===== src/hdl/sfrx_pkg.sv =====
// package for the serial frame receive channel control block
package sfrx_pkg;
  // ************************************************
  // register offsets (device numbers relative)
  // ************************************************
  localparam logic [3:0] OFF_DATA = 4'h0;
  localparam logic [3:0] OFF_FSTAT = 4'h2;
  localparam logic [3:0] OFF_TSTAT = 4'hA;
  localparam logic [3:0] OFF_ICW = 4'hB;
  // ************************************************
  // control word bits
  // ************************************************
  localparam int ICW_DAV_IE = 0;
  localparam int ICW_SAV_IE = 1;
  localparam int ICW_DMA_RQ = 3;
  localparam int ICW_DMA_IE = 4;
  localparam int ICW_LSC_IE = 7;
  // ************************************************
  // frame status fields
  // ************************************************
  localparam int FS_SOM = 0;
  localparam int FS_EOM = 1;
  localparam int FS_ABGA = 2;
  localparam int FS_OVR = 3;
  localparam int FS_ABC_LO = 4;
  localparam int FS_ERR = 7;
  localparam int IRQ_LEVEL = 13;
  localparam logic [15:0] ZERO16 = 16'h0000;
  localparam logic [7:0] ZERO8 = 8'h00;
  localparam logic [2:0] ZERO3 = 3'h0;
  localparam logic [3:0] ZERO4 = 4'h0;
  // one character time in clocks when none is given by the line side
  localparam logic [15:0] CHAR_TIME_DEF = 16'h0100;

  // events from the protocol receiver
  typedef struct packed {
    logic charValid;   // one-cycle strobe, character assembled
    logic [7:0] charData;
    logic flagSeen;    // flag character
    logic abortSeen;
    logic goAheadSeen;
    logic closeFlag;   // closing flag after last char
    logic [2:0] bitCount;
    logic crcBad;
    logic lineChange;  // modem line change pulse
    logic [3:0] lineStat;
  } sfrx_line_s;

  // host access strobe
  typedef struct packed {
    logic rd;
    logic wr;
    logic [3:0] addr;
    logic [15:0] wdata;
  } sfrx_bus_s;
endpackage


===== src/hdl/sfrx_char_timer.sv =====
// character-time counter used for overrun and start-of-message timeout
module sfrx_char_timer (
  input wire logic clk,
  input wire logic rstn,
  input wire logic start,
  input wire logic [15:0] period,
  output logic expire
);
  // ************************************************
  // state
  // ************************************************
  typedef struct packed {
    logic run;
    logic [15:0] cnt;
    logic exp;
  } sfrx_tmr_s;
  sfrx_tmr_s st_q, st_d;

  // count down from period, pulse at zero; restart wins
  always_comb begin
    st_d = st_q;
    st_d.exp = 1'b0;
    if (start) begin
      st_d.run = 1'b1;
      st_d.cnt = period;
    end else if (st_q.run) begin
      if (st_q.cnt == sfrx_pkg::ZERO16) begin
        st_d.run = 1'b0;
        st_d.exp = 1'b1;
      end else begin
        st_d.cnt = st_q.cnt - 16'h0001;
      end
    end
  end

  // register
  always_ff @(posedge clk or negedge rstn) begin
    if (!rstn) begin
      st_q <= '0;
    end else begin
      st_q <= st_d;
    end
  end

  assign expire = st_q.exp;
endmodule


===== src/hdl/sfrx_ctrl.sv =====
// receive channel control: routing, frame status, overrun, bit count
//
// Contract
// - receive interrupts go out on level 13
// - control word written at offset 11
// - data available while unread byte held
// - status available on frame status change
// - line change raises its own event
// - bit 3 routes data/status to DMA
// - DMA interrupt request gated by bit 4
// - line changes interrupt host when bit 7 set
// - transfer status at offset 10
// - frame status read clears status available
// - start bit and active on frame start
// - start bit self clears, no status event
// - end bit on close/abort/go-ahead
// - abort/go-ahead bit follows strip setting
// - abort character suppresses data available
// - overrun when unread one character time
// - bits 4-6 hold final bit count
// - zero count means boundary end
// - no address mode: activate on first char
// - error bit set on check mismatch
module sfrx_ctrl (
  input wire logic clk,
  input wire logic rstn,
  input sfrx_pkg::sfrx_bus_s bus,
  input sfrx_pkg::sfrx_line_s line,
  input wire logic dmaRead,
  input wire logic rxDmaIntReq,
  input wire logic receiverOn,
  input wire logic bitOrientedProtocol,
  input wire logic secondaryAddressMode,
  input wire logic stripSyncGoahead,
  input wire logic [7:0] stationAddress,
  input wire logic [15:0] charTime,
  output logic [15:0] rdata,
  output logic rdataValid,
  output logic hostIrq,
  output logic [3:0] hostIrqLevel,
  output logic receiveRequest,
  output logic rxActive,
  output logic rxDataAvailable,
  output logic rxStatusAvailable,
  output logic lineStatusChange
);
  // ************************************************
  // state
  // ************************************************
  typedef struct packed {
    logic [7:0] input_control_word;        // input control word
    logic [7:0] dataReg;    // receive data register
    logic dav;              // unread byte held
    logic sav;              // frame status changed
    logic lsc;              // line change pending
    logic som;
    logic eom;
    logic abga;
    logic ovr;
    logic [2:0] abc;
    logic err;
    logic inFrame;          // flag seen, waiting for first char
    logic active;           // receiver active
    logic [15:0] rdata;
    logic rdv;
    logic irq;
    logic receive_request;
  } sfrx_st_s;
  sfrx_st_s st_q, st_d;

  logic somStart;   // start of message this cycle
  logic ovrExpire;  // one character time passed
  logic datStart;   // new byte stored: arm overrun timer
  logic [15:0] tperiod;

  // fall back to a fixed character time if none supplied
  assign tperiod = (charTime == sfrx_pkg::ZERO16) ? sfrx_pkg::CHAR_TIME_DEF : charTime;

  // ************************************************
  // timers
  // ************************************************
  // one timer shared: start-of-message decay and overrun both use a character time
  sfrx_char_timer u_tmr (
    .clk(clk),
    .rstn(rstn),
    .start(somStart | datStart),
    .period(tperiod),
    .expire(ovrExpire)
  );

  // ************************************************
  // next state
  // ************************************************
  always_comb begin
    logic fsOld;
    logic [7:0] fsNow;
    logic rdData;
    logic rdFstat;
    logic addrOk;
    logic firstChar;
    logic endEvt;
    logic abEvt;
    fsOld = 1'b0;
    fsNow = sfrx_pkg::ZERO8;
    rdData = 1'b0;
    rdFstat = 1'b0;
    addrOk = 1'b0;
    firstChar = 1'b0;
    endEvt = 1'b0;
    abEvt = 1'b0;
    st_d = st_q;
    somStart = 1'b0;
    datStart = 1'b0;
    st_d.rdv = 1'b0;

    rdData = (bus.rd && bus.addr == sfrx_pkg::OFF_DATA) || dmaRead;
    rdFstat = bus.rd && bus.addr == sfrx_pkg::OFF_FSTAT;

    if (bus.wr && bus.addr == sfrx_pkg::OFF_ICW) begin
      st_d.input_control_word = bus.wdata[7:0];
    end

    // read mux, registered
    if (bus.rd) begin
      st_d.rdv = 1'b1;
      case (bus.addr)
        sfrx_pkg::OFF_DATA: st_d.rdata = {sfrx_pkg::ZERO8, st_q.dataReg};
        sfrx_pkg::OFF_FSTAT: st_d.rdata = {sfrx_pkg::ZERO8, st_q.err, st_q.abc, st_q.ovr,
                                           st_q.abga, st_q.eom, st_q.som};
        // line status, control readback, single lines
        sfrx_pkg::OFF_TSTAT: st_d.rdata = {line.lineStat, st_q.active, st_q.lsc, st_q.sav,
                                           st_q.dav, st_q.input_control_word};
        default: st_d.rdata = sfrx_pkg::ZERO16;
      endcase
    end

    // reads clear status; events below win over the clear
    if (rdFstat) begin
      st_d.sav = 1'b0;
      st_d.eom = 1'b0;
      st_d.abga = 1'b0;
      st_d.ovr = 1'b0;
      st_d.abc = sfrx_pkg::ZERO3;
      st_d.err = 1'b0;
    end
    if (rdData) begin
      st_d.dav = 1'b0;
    end
    if (bus.rd && bus.addr == sfrx_pkg::OFF_TSTAT) begin
      st_d.lsc = 1'b0;
    end

    // start bit decays after one character time, no status event
    if (ovrExpire && st_q.som) begin
      st_d.som = 1'b0;
    end

    // byte unread one character time later
    if (ovrExpire && st_q.dav && !rdData) begin
      st_d.ovr = 1'b1;
    end

    if (receiverOn && bitOrientedProtocol) begin
      if (line.flagSeen && !st_q.active) begin
        st_d.inFrame = 1'b1;
      end
      // abort or go-ahead per strip setting
      abEvt = stripSyncGoahead ? line.goAheadSeen : line.abortSeen;
      endEvt = (line.closeFlag && st_q.active) || line.abortSeen || line.goAheadSeen;
      if (abEvt) begin
        st_d.abga = 1'b1;
      end
      if (endEvt) begin
        st_d.eom = 1'b1;
        // final character bit count on close or go-ahead; zero on abort
        st_d.abc = line.goAheadSeen || line.closeFlag ? line.bitCount : sfrx_pkg::ZERO3;
        // check sequence result at frame end
        st_d.err = line.closeFlag && line.crcBad;
        st_d.active = 1'b0;
        st_d.inFrame = 1'b0;
      end
      firstChar = line.charValid && st_q.inFrame && !st_q.active;
      // without address mode any first char matches
      addrOk = !secondaryAddressMode || line.charData == stationAddress;
      if (firstChar) begin
        st_d.inFrame = 1'b0;
        if (addrOk) begin
          st_d.som = 1'b1;
          st_d.active = 1'b1;
          somStart = 1'b1;
        end
      end
    end else if (receiverOn) begin
      st_d.active = line.charValid ? 1'b1 : st_q.active;
    end

    // store a byte; abort char is never offered
    if (receiverOn && line.charValid && !line.abortSeen && (st_q.active || firstChar && addrOk)) begin
      if (st_q.ovr || (st_q.dav && !rdData)) begin
        st_d.ovr = 1'b1;
      end else begin
        st_d.dataReg = line.charData;
        st_d.dav = 1'b1;
        datStart = !somStart;
      end
    end

    // receiver disable clears frame status
    if (!receiverOn) begin
      st_d.som = 1'b0;
      st_d.eom = 1'b0;
      st_d.abga = 1'b0;
      st_d.ovr = 1'b0;
      st_d.abc = sfrx_pkg::ZERO3;
      st_d.err = 1'b0;
      st_d.active = 1'b0;
      st_d.inFrame = 1'b0;
    end

    // any change in frame status other than start bit raises status available, unless the new status is all zero
    fsNow = {st_d.err, st_d.abc, st_d.ovr, st_d.abga, st_d.eom, 1'b0};
    fsOld = fsNow != {st_q.err, st_q.abc, st_q.ovr, st_q.abga, st_q.eom, 1'b0};
    if (fsOld && (fsNow != sfrx_pkg::ZERO8)) begin
      st_d.sav = 1'b1;
    end

    // line change event, set wins over read clear
    if (line.lineChange) begin
      st_d.lsc = 1'b1;
    end

    // bit 3 routes data/status to DMA as a request
    st_d.receive_request = st_q.input_control_word[sfrx_pkg::ICW_DMA_RQ] && (st_d.dav || st_d.sav);
    // DMA interrupt request gated by bit 4
    // line change interrupts whatever the DMA routing
    st_d.irq = (st_q.input_control_word[sfrx_pkg::ICW_DAV_IE] && st_d.dav)
             || (st_q.input_control_word[sfrx_pkg::ICW_SAV_IE] && st_d.sav)
             || (st_q.input_control_word[sfrx_pkg::ICW_DMA_IE] && rxDmaIntReq)
             || (st_q.input_control_word[sfrx_pkg::ICW_LSC_IE] && st_d.lsc);
  end

  // ************************************************
  // registers
  // ************************************************
  always_ff @(posedge clk or negedge rstn) begin
    if (!rstn) begin
      st_q <= '0;
      hostIrqLevel <= sfrx_pkg::ZERO4;
    end else begin
      st_q <= st_d;
      hostIrqLevel <= 4'(sfrx_pkg::IRQ_LEVEL);
    end
  end

  // outputs straight from flops
  assign rdata = st_q.rdata;
  assign rdataValid = st_q.rdv;
  assign hostIrq = st_q.irq;
  assign receiveRequest = st_q.receive_request;
  assign rxActive = st_q.active;
  assign rxDataAvailable = st_q.dav;
  assign rxStatusAvailable = st_q.sav;
  assign lineStatusChange = st_q.lsc;
endmodule


===== config.mk =====
export PLATFORM = sky130hd
export DESIGN_NAME = sfrx_ctrl
export DESIGN_NICKNAME = d
export VERILOG_FILES = /design/src/hdl/sfrx_pkg.sv /design/src/hdl/sfrx_char_timer.sv /design/src/hdl/sfrx_ctrl.sv
export SDC_FILE = /design/constraint.sdc
export NUM_CORES = 1
export LEC_CHECK = 0
export ABC_AREA = 1
export BUFFER_PORTS_ARGS = -buffer_cell sky130_fd_sc_hd__buf_2
export CAP_MARGIN = 20
export CELL_PAD_IN_SITES_DETAIL_PLACEMENT = 0
export CELL_PAD_IN_SITES_GLOBAL_PLACEMENT = 1
export CORE_MARGIN = 2
export CORE_UTILIZATION = 40
export CTS_BUF_LIST = sky130_fd_sc_hd__clkbuf_8
export DETAILED_ROUTE_END_ITERATION = 6
export GPL_TIMING_DRIVEN = 0
export PLACE_DENSITY_LB_ADDON = 0.1
export REMOVE_ABC_BUFFERS = 1
export SYNTH_ARGS = -nofsm -noshare
export SYNTH_HDL_FRONTEND = slang
export SYNTH_SLANG_ARGS = --single-unit

===== constraint.sdc =====
create_clock -name clk -period 2.5 [get_ports clk]
set_input_delay 0.5 -clock clk [delete_from_list [all_inputs] [get_ports clk]]
set_output_delay 0.5 -clock clk [all_outputs]
set_load 0.005 [all_outputs]

==> run summary <==
Design Area, Final = 4570 um2
Clock Tree Buf Depth = 2
CORE AREA = 9680 um2
number of hold buffers added after cts = 0
initial antenna violation count = 0
commonest non-fill, non-tap cell in the layout = nand2_1
worst-path cell chain = inv_1, ha_1, nand2_1, nor2_2, nand2_1, nor2_2, nand2_1, nor2_2, nand3_2, nand2_4, nand2_8, inv_2, nand2_1, o21ai_1
Final Max Tran Viols = 0
DIE AREA = 10700 um2
Worst-path clk slew = 90 ps
routability cong. = 0.773
non-filler instance count after layout = 717
Starting Density = 0.409
delay-heaviest family, CP = simple AND/OR/NAND/NOR gates
mux share of post-synthesis cell area = 0.0227
Crit Path Category = reg -> reg
Vias = 3449
CP Capture Type = register
Yosys warning count = 0
Die Width = 104 um
DR pass1 iterations = 4
fmax = 443 MHz
DP Cell Count = 701
main combinational cell family by area after synthesis = simple AND/OR/NAND/NOR gates
final WL = 9550 um
die height = 104 um
Synth Register Bits = 67
first-pass GRT wire length = 16200 um
Clock Latency Late Sink = 350 ps
Max FO, Critical Path = 24
Setup Skew = 12.9 ps
Synth Area in Compound Gates = 0.0985
CP startpoint kind = register
Inserted Clock Buffers = 9
critical path arrival = 2540 ps
asr flop ratio synth = 1.00
Main synth FF type = dfrtp_1
DP Area = 4370 um2
CTS resizes = 0
# Post-CTS Setup Buffers = 0
IO Count = 103
clk root buf = clkbuf_8
Synth Area in XOR/XNOR = 0.0332
largest net degree at the start of global routing = 68
Max-Slew Margin vs Limit = 0.355
Yosys top cell area share = 0.423
worst-margin pin slew = 963 ps
Vias/cell = 4.81
mean post-synth cell area = 7.84 um2
Area growth syn-to-layout = 15.4%
post-synthesis sequential area ratio = 0.423
final hold vios = 0
Setup WS pre-CTS = -70.4 ps
VDD IR max = 0.000325 V
WHS = 260 ps
final setup vio count = 0
leakage = 0.00242 uW
end-of-flow core utilization = 0.472
Critical-path top delay cell = dfrtp_1
slack of the critical path = 244 ps
Gate Count Post-Synth = 505
Critical Path Most Common Cell = nand2_1
Adder-Cell Fraction of Synth Area = 0.00316
WL per Instance = 13.3 um
GRT Total Usage = 0.190
DRT antenna net count = 0
CTS sink count = 67
delay of the slowest critical-path stage = 360 ps
CP required = 2780 ps
# diodes = 0
Final HPWL DP = 7050 um
EDFF count, synth = 0
GRT Residual Overflow = 0
status = complete, no violations
H-tree depth = 3
Synth Cell Area = 3960 um2
Rows = 36
CTS tree = yes
Final Cycle Share = 0.902
Port-buffer cells = 93
post-synthesis simple-gate area fraction = 0.293
unrepaired setup endpoints after global routing = false
Pwr per Cell Area = 737 nW/um2
commonest cells after routing, fill and taps aside = 153 x nand2_1, 92 x buf_2, 67 x dfrtp_1
Synth cell types = 46
maximum capacitance violations = 0
share of cells above drive strength 1 = 0.260
Worst Hold Class = in -> async
Synth area leaders = dfrtp_1 42%, nand2_1 14%, inv_1 6.1%
DR iter-0 viols = 102
Nets = 656
min Tclk post-route = 2260 ps
vias in the first global route = 3358
buffers plus inverters on the worst setup path = 2
Synth area leader = dfrtp_1
DRC viols = 0
[layout make-up]
| cell class | instances | area, um2 |
|---|---|---|
| Fill cell | 1030 | 5110 |
| Multi-Input combinational cell | 338 | 1790 |
| Clock buffer | 9 | 124 |
| Timing Repair Buffer | 93 | 468 |
| Sequential cell | 67 | 1680 |
| Inverter | 70 | 265 |
| Tap cell | 133 | 166 |
| Clock inverter | 7 | 77.6 |
[cell usage after synthesis, types with 2 or more instances]
| library cell | n |
|---|---|
| clkbuf_1 | 6 |
| xor2_1 | 9 |
| inv_1 | 64 |
| o211ai_1 | 4 |
| o211ai_2 | 3 |
| nand3_1 | 38 |
| nor4_1 | 4 |
| nor2_1 | 19 |
| nand4_1 | 4 |
| xnor2_1 | 6 |
| o21a_1 | 2 |
| buf_6 | 2 |
| nor3_1 | 7 |
| a22oi_1 | 2 |
| o21ai_1 | 3 |
| conb_1 | 2 |
| nand2_2 | 3 |
| nor2_4 | 3 |
| o221ai_1 | 2 |
| inv_2 | 5 |
| o21ai_0 | 31 |
| dfrtp_1 | 67 |
| mux2_2 | 8 |
| nor2_2 | 5 |
| nand3_2 | 6 |
| o21ai_2 | 3 |
| nand2_4 | 3 |
| nand2_1 | 153 |
| o22ai_1 | 4 |
| a21oi_1 | 3 |
| buf_4 | 19 |
[cell families (layout without fill, tap and decap cells)]
| group | after synthesis | count (layout) |
|---|---|---|
| and+or+nand+nor | 250 | 250 |
| buffers and inverters | 100 | 179 |
| DFF | 67 | 67 |
| AOI/OAI and AO/OA | 62 | 62 |
| xor gates and xnor gates | 15 | 15 |
| muxes | 8 | 8 |
| other | 2 | 2 |
| adders and majority gates | 1 | 1 |
[path summary, 6_finish.rpt]
kind,slack (ps),cells after the start,to,from
max in group asynchronous,1670,1,u_tmr.st_q[2],rstn
min,260,1,st_q[24],rstn
max reg2reg,240,14,u_tmr.st_q[8],u_tmr.st_q[1]
max,240,14,u_tmr.st_q[8],u_tmr.st_q[1]
min in group clk,350,3,st_q[40],bus[0]
min reg2reg,470,2,receiveRequest,st_q[43]
[flip-flops by register name (all words and copies together), names as in the netlist]
name,cells
hostIrq,1
hostIrqLevel,1
lineStatusChange,1
rdata,16
rdataValid,1
receiveRequest,1
rxActive,1
rxDataAvailable,1
rxStatusAvailable,1
st_q,25
u_tmr.expire,1
u_tmr.st_q,17
[routing by layer]
layer  part of all wire  track usage  up-vias
met2               0.49        0.317       77
li1                   -            -     1747
met5                  0            0        -
met1               0.45        0.248     1614
met4              0.013       0.0521        0
met3              0.048       0.0447       11
[where the power goes]
group	leakage, uW	switching [uW]	internal [uW]
combinational	0.00148	554	409
sequential	0.000848	168	1310
clock	0.0000998	464	467
total	0.00242	1190	2180
[through the flow]
stage | setup TNS, ps | total power, uW
6_report | 0 | 3370
5_1_grt | 0 | 3640
4_1_cts | 0 | 3410
3_5_place_dp | -507 | 2460
3_3_place_gp | -410 | 2430
2_1_floorplan | 0 | 2170
Note: power is estimated with default switching activity, not from simulation.
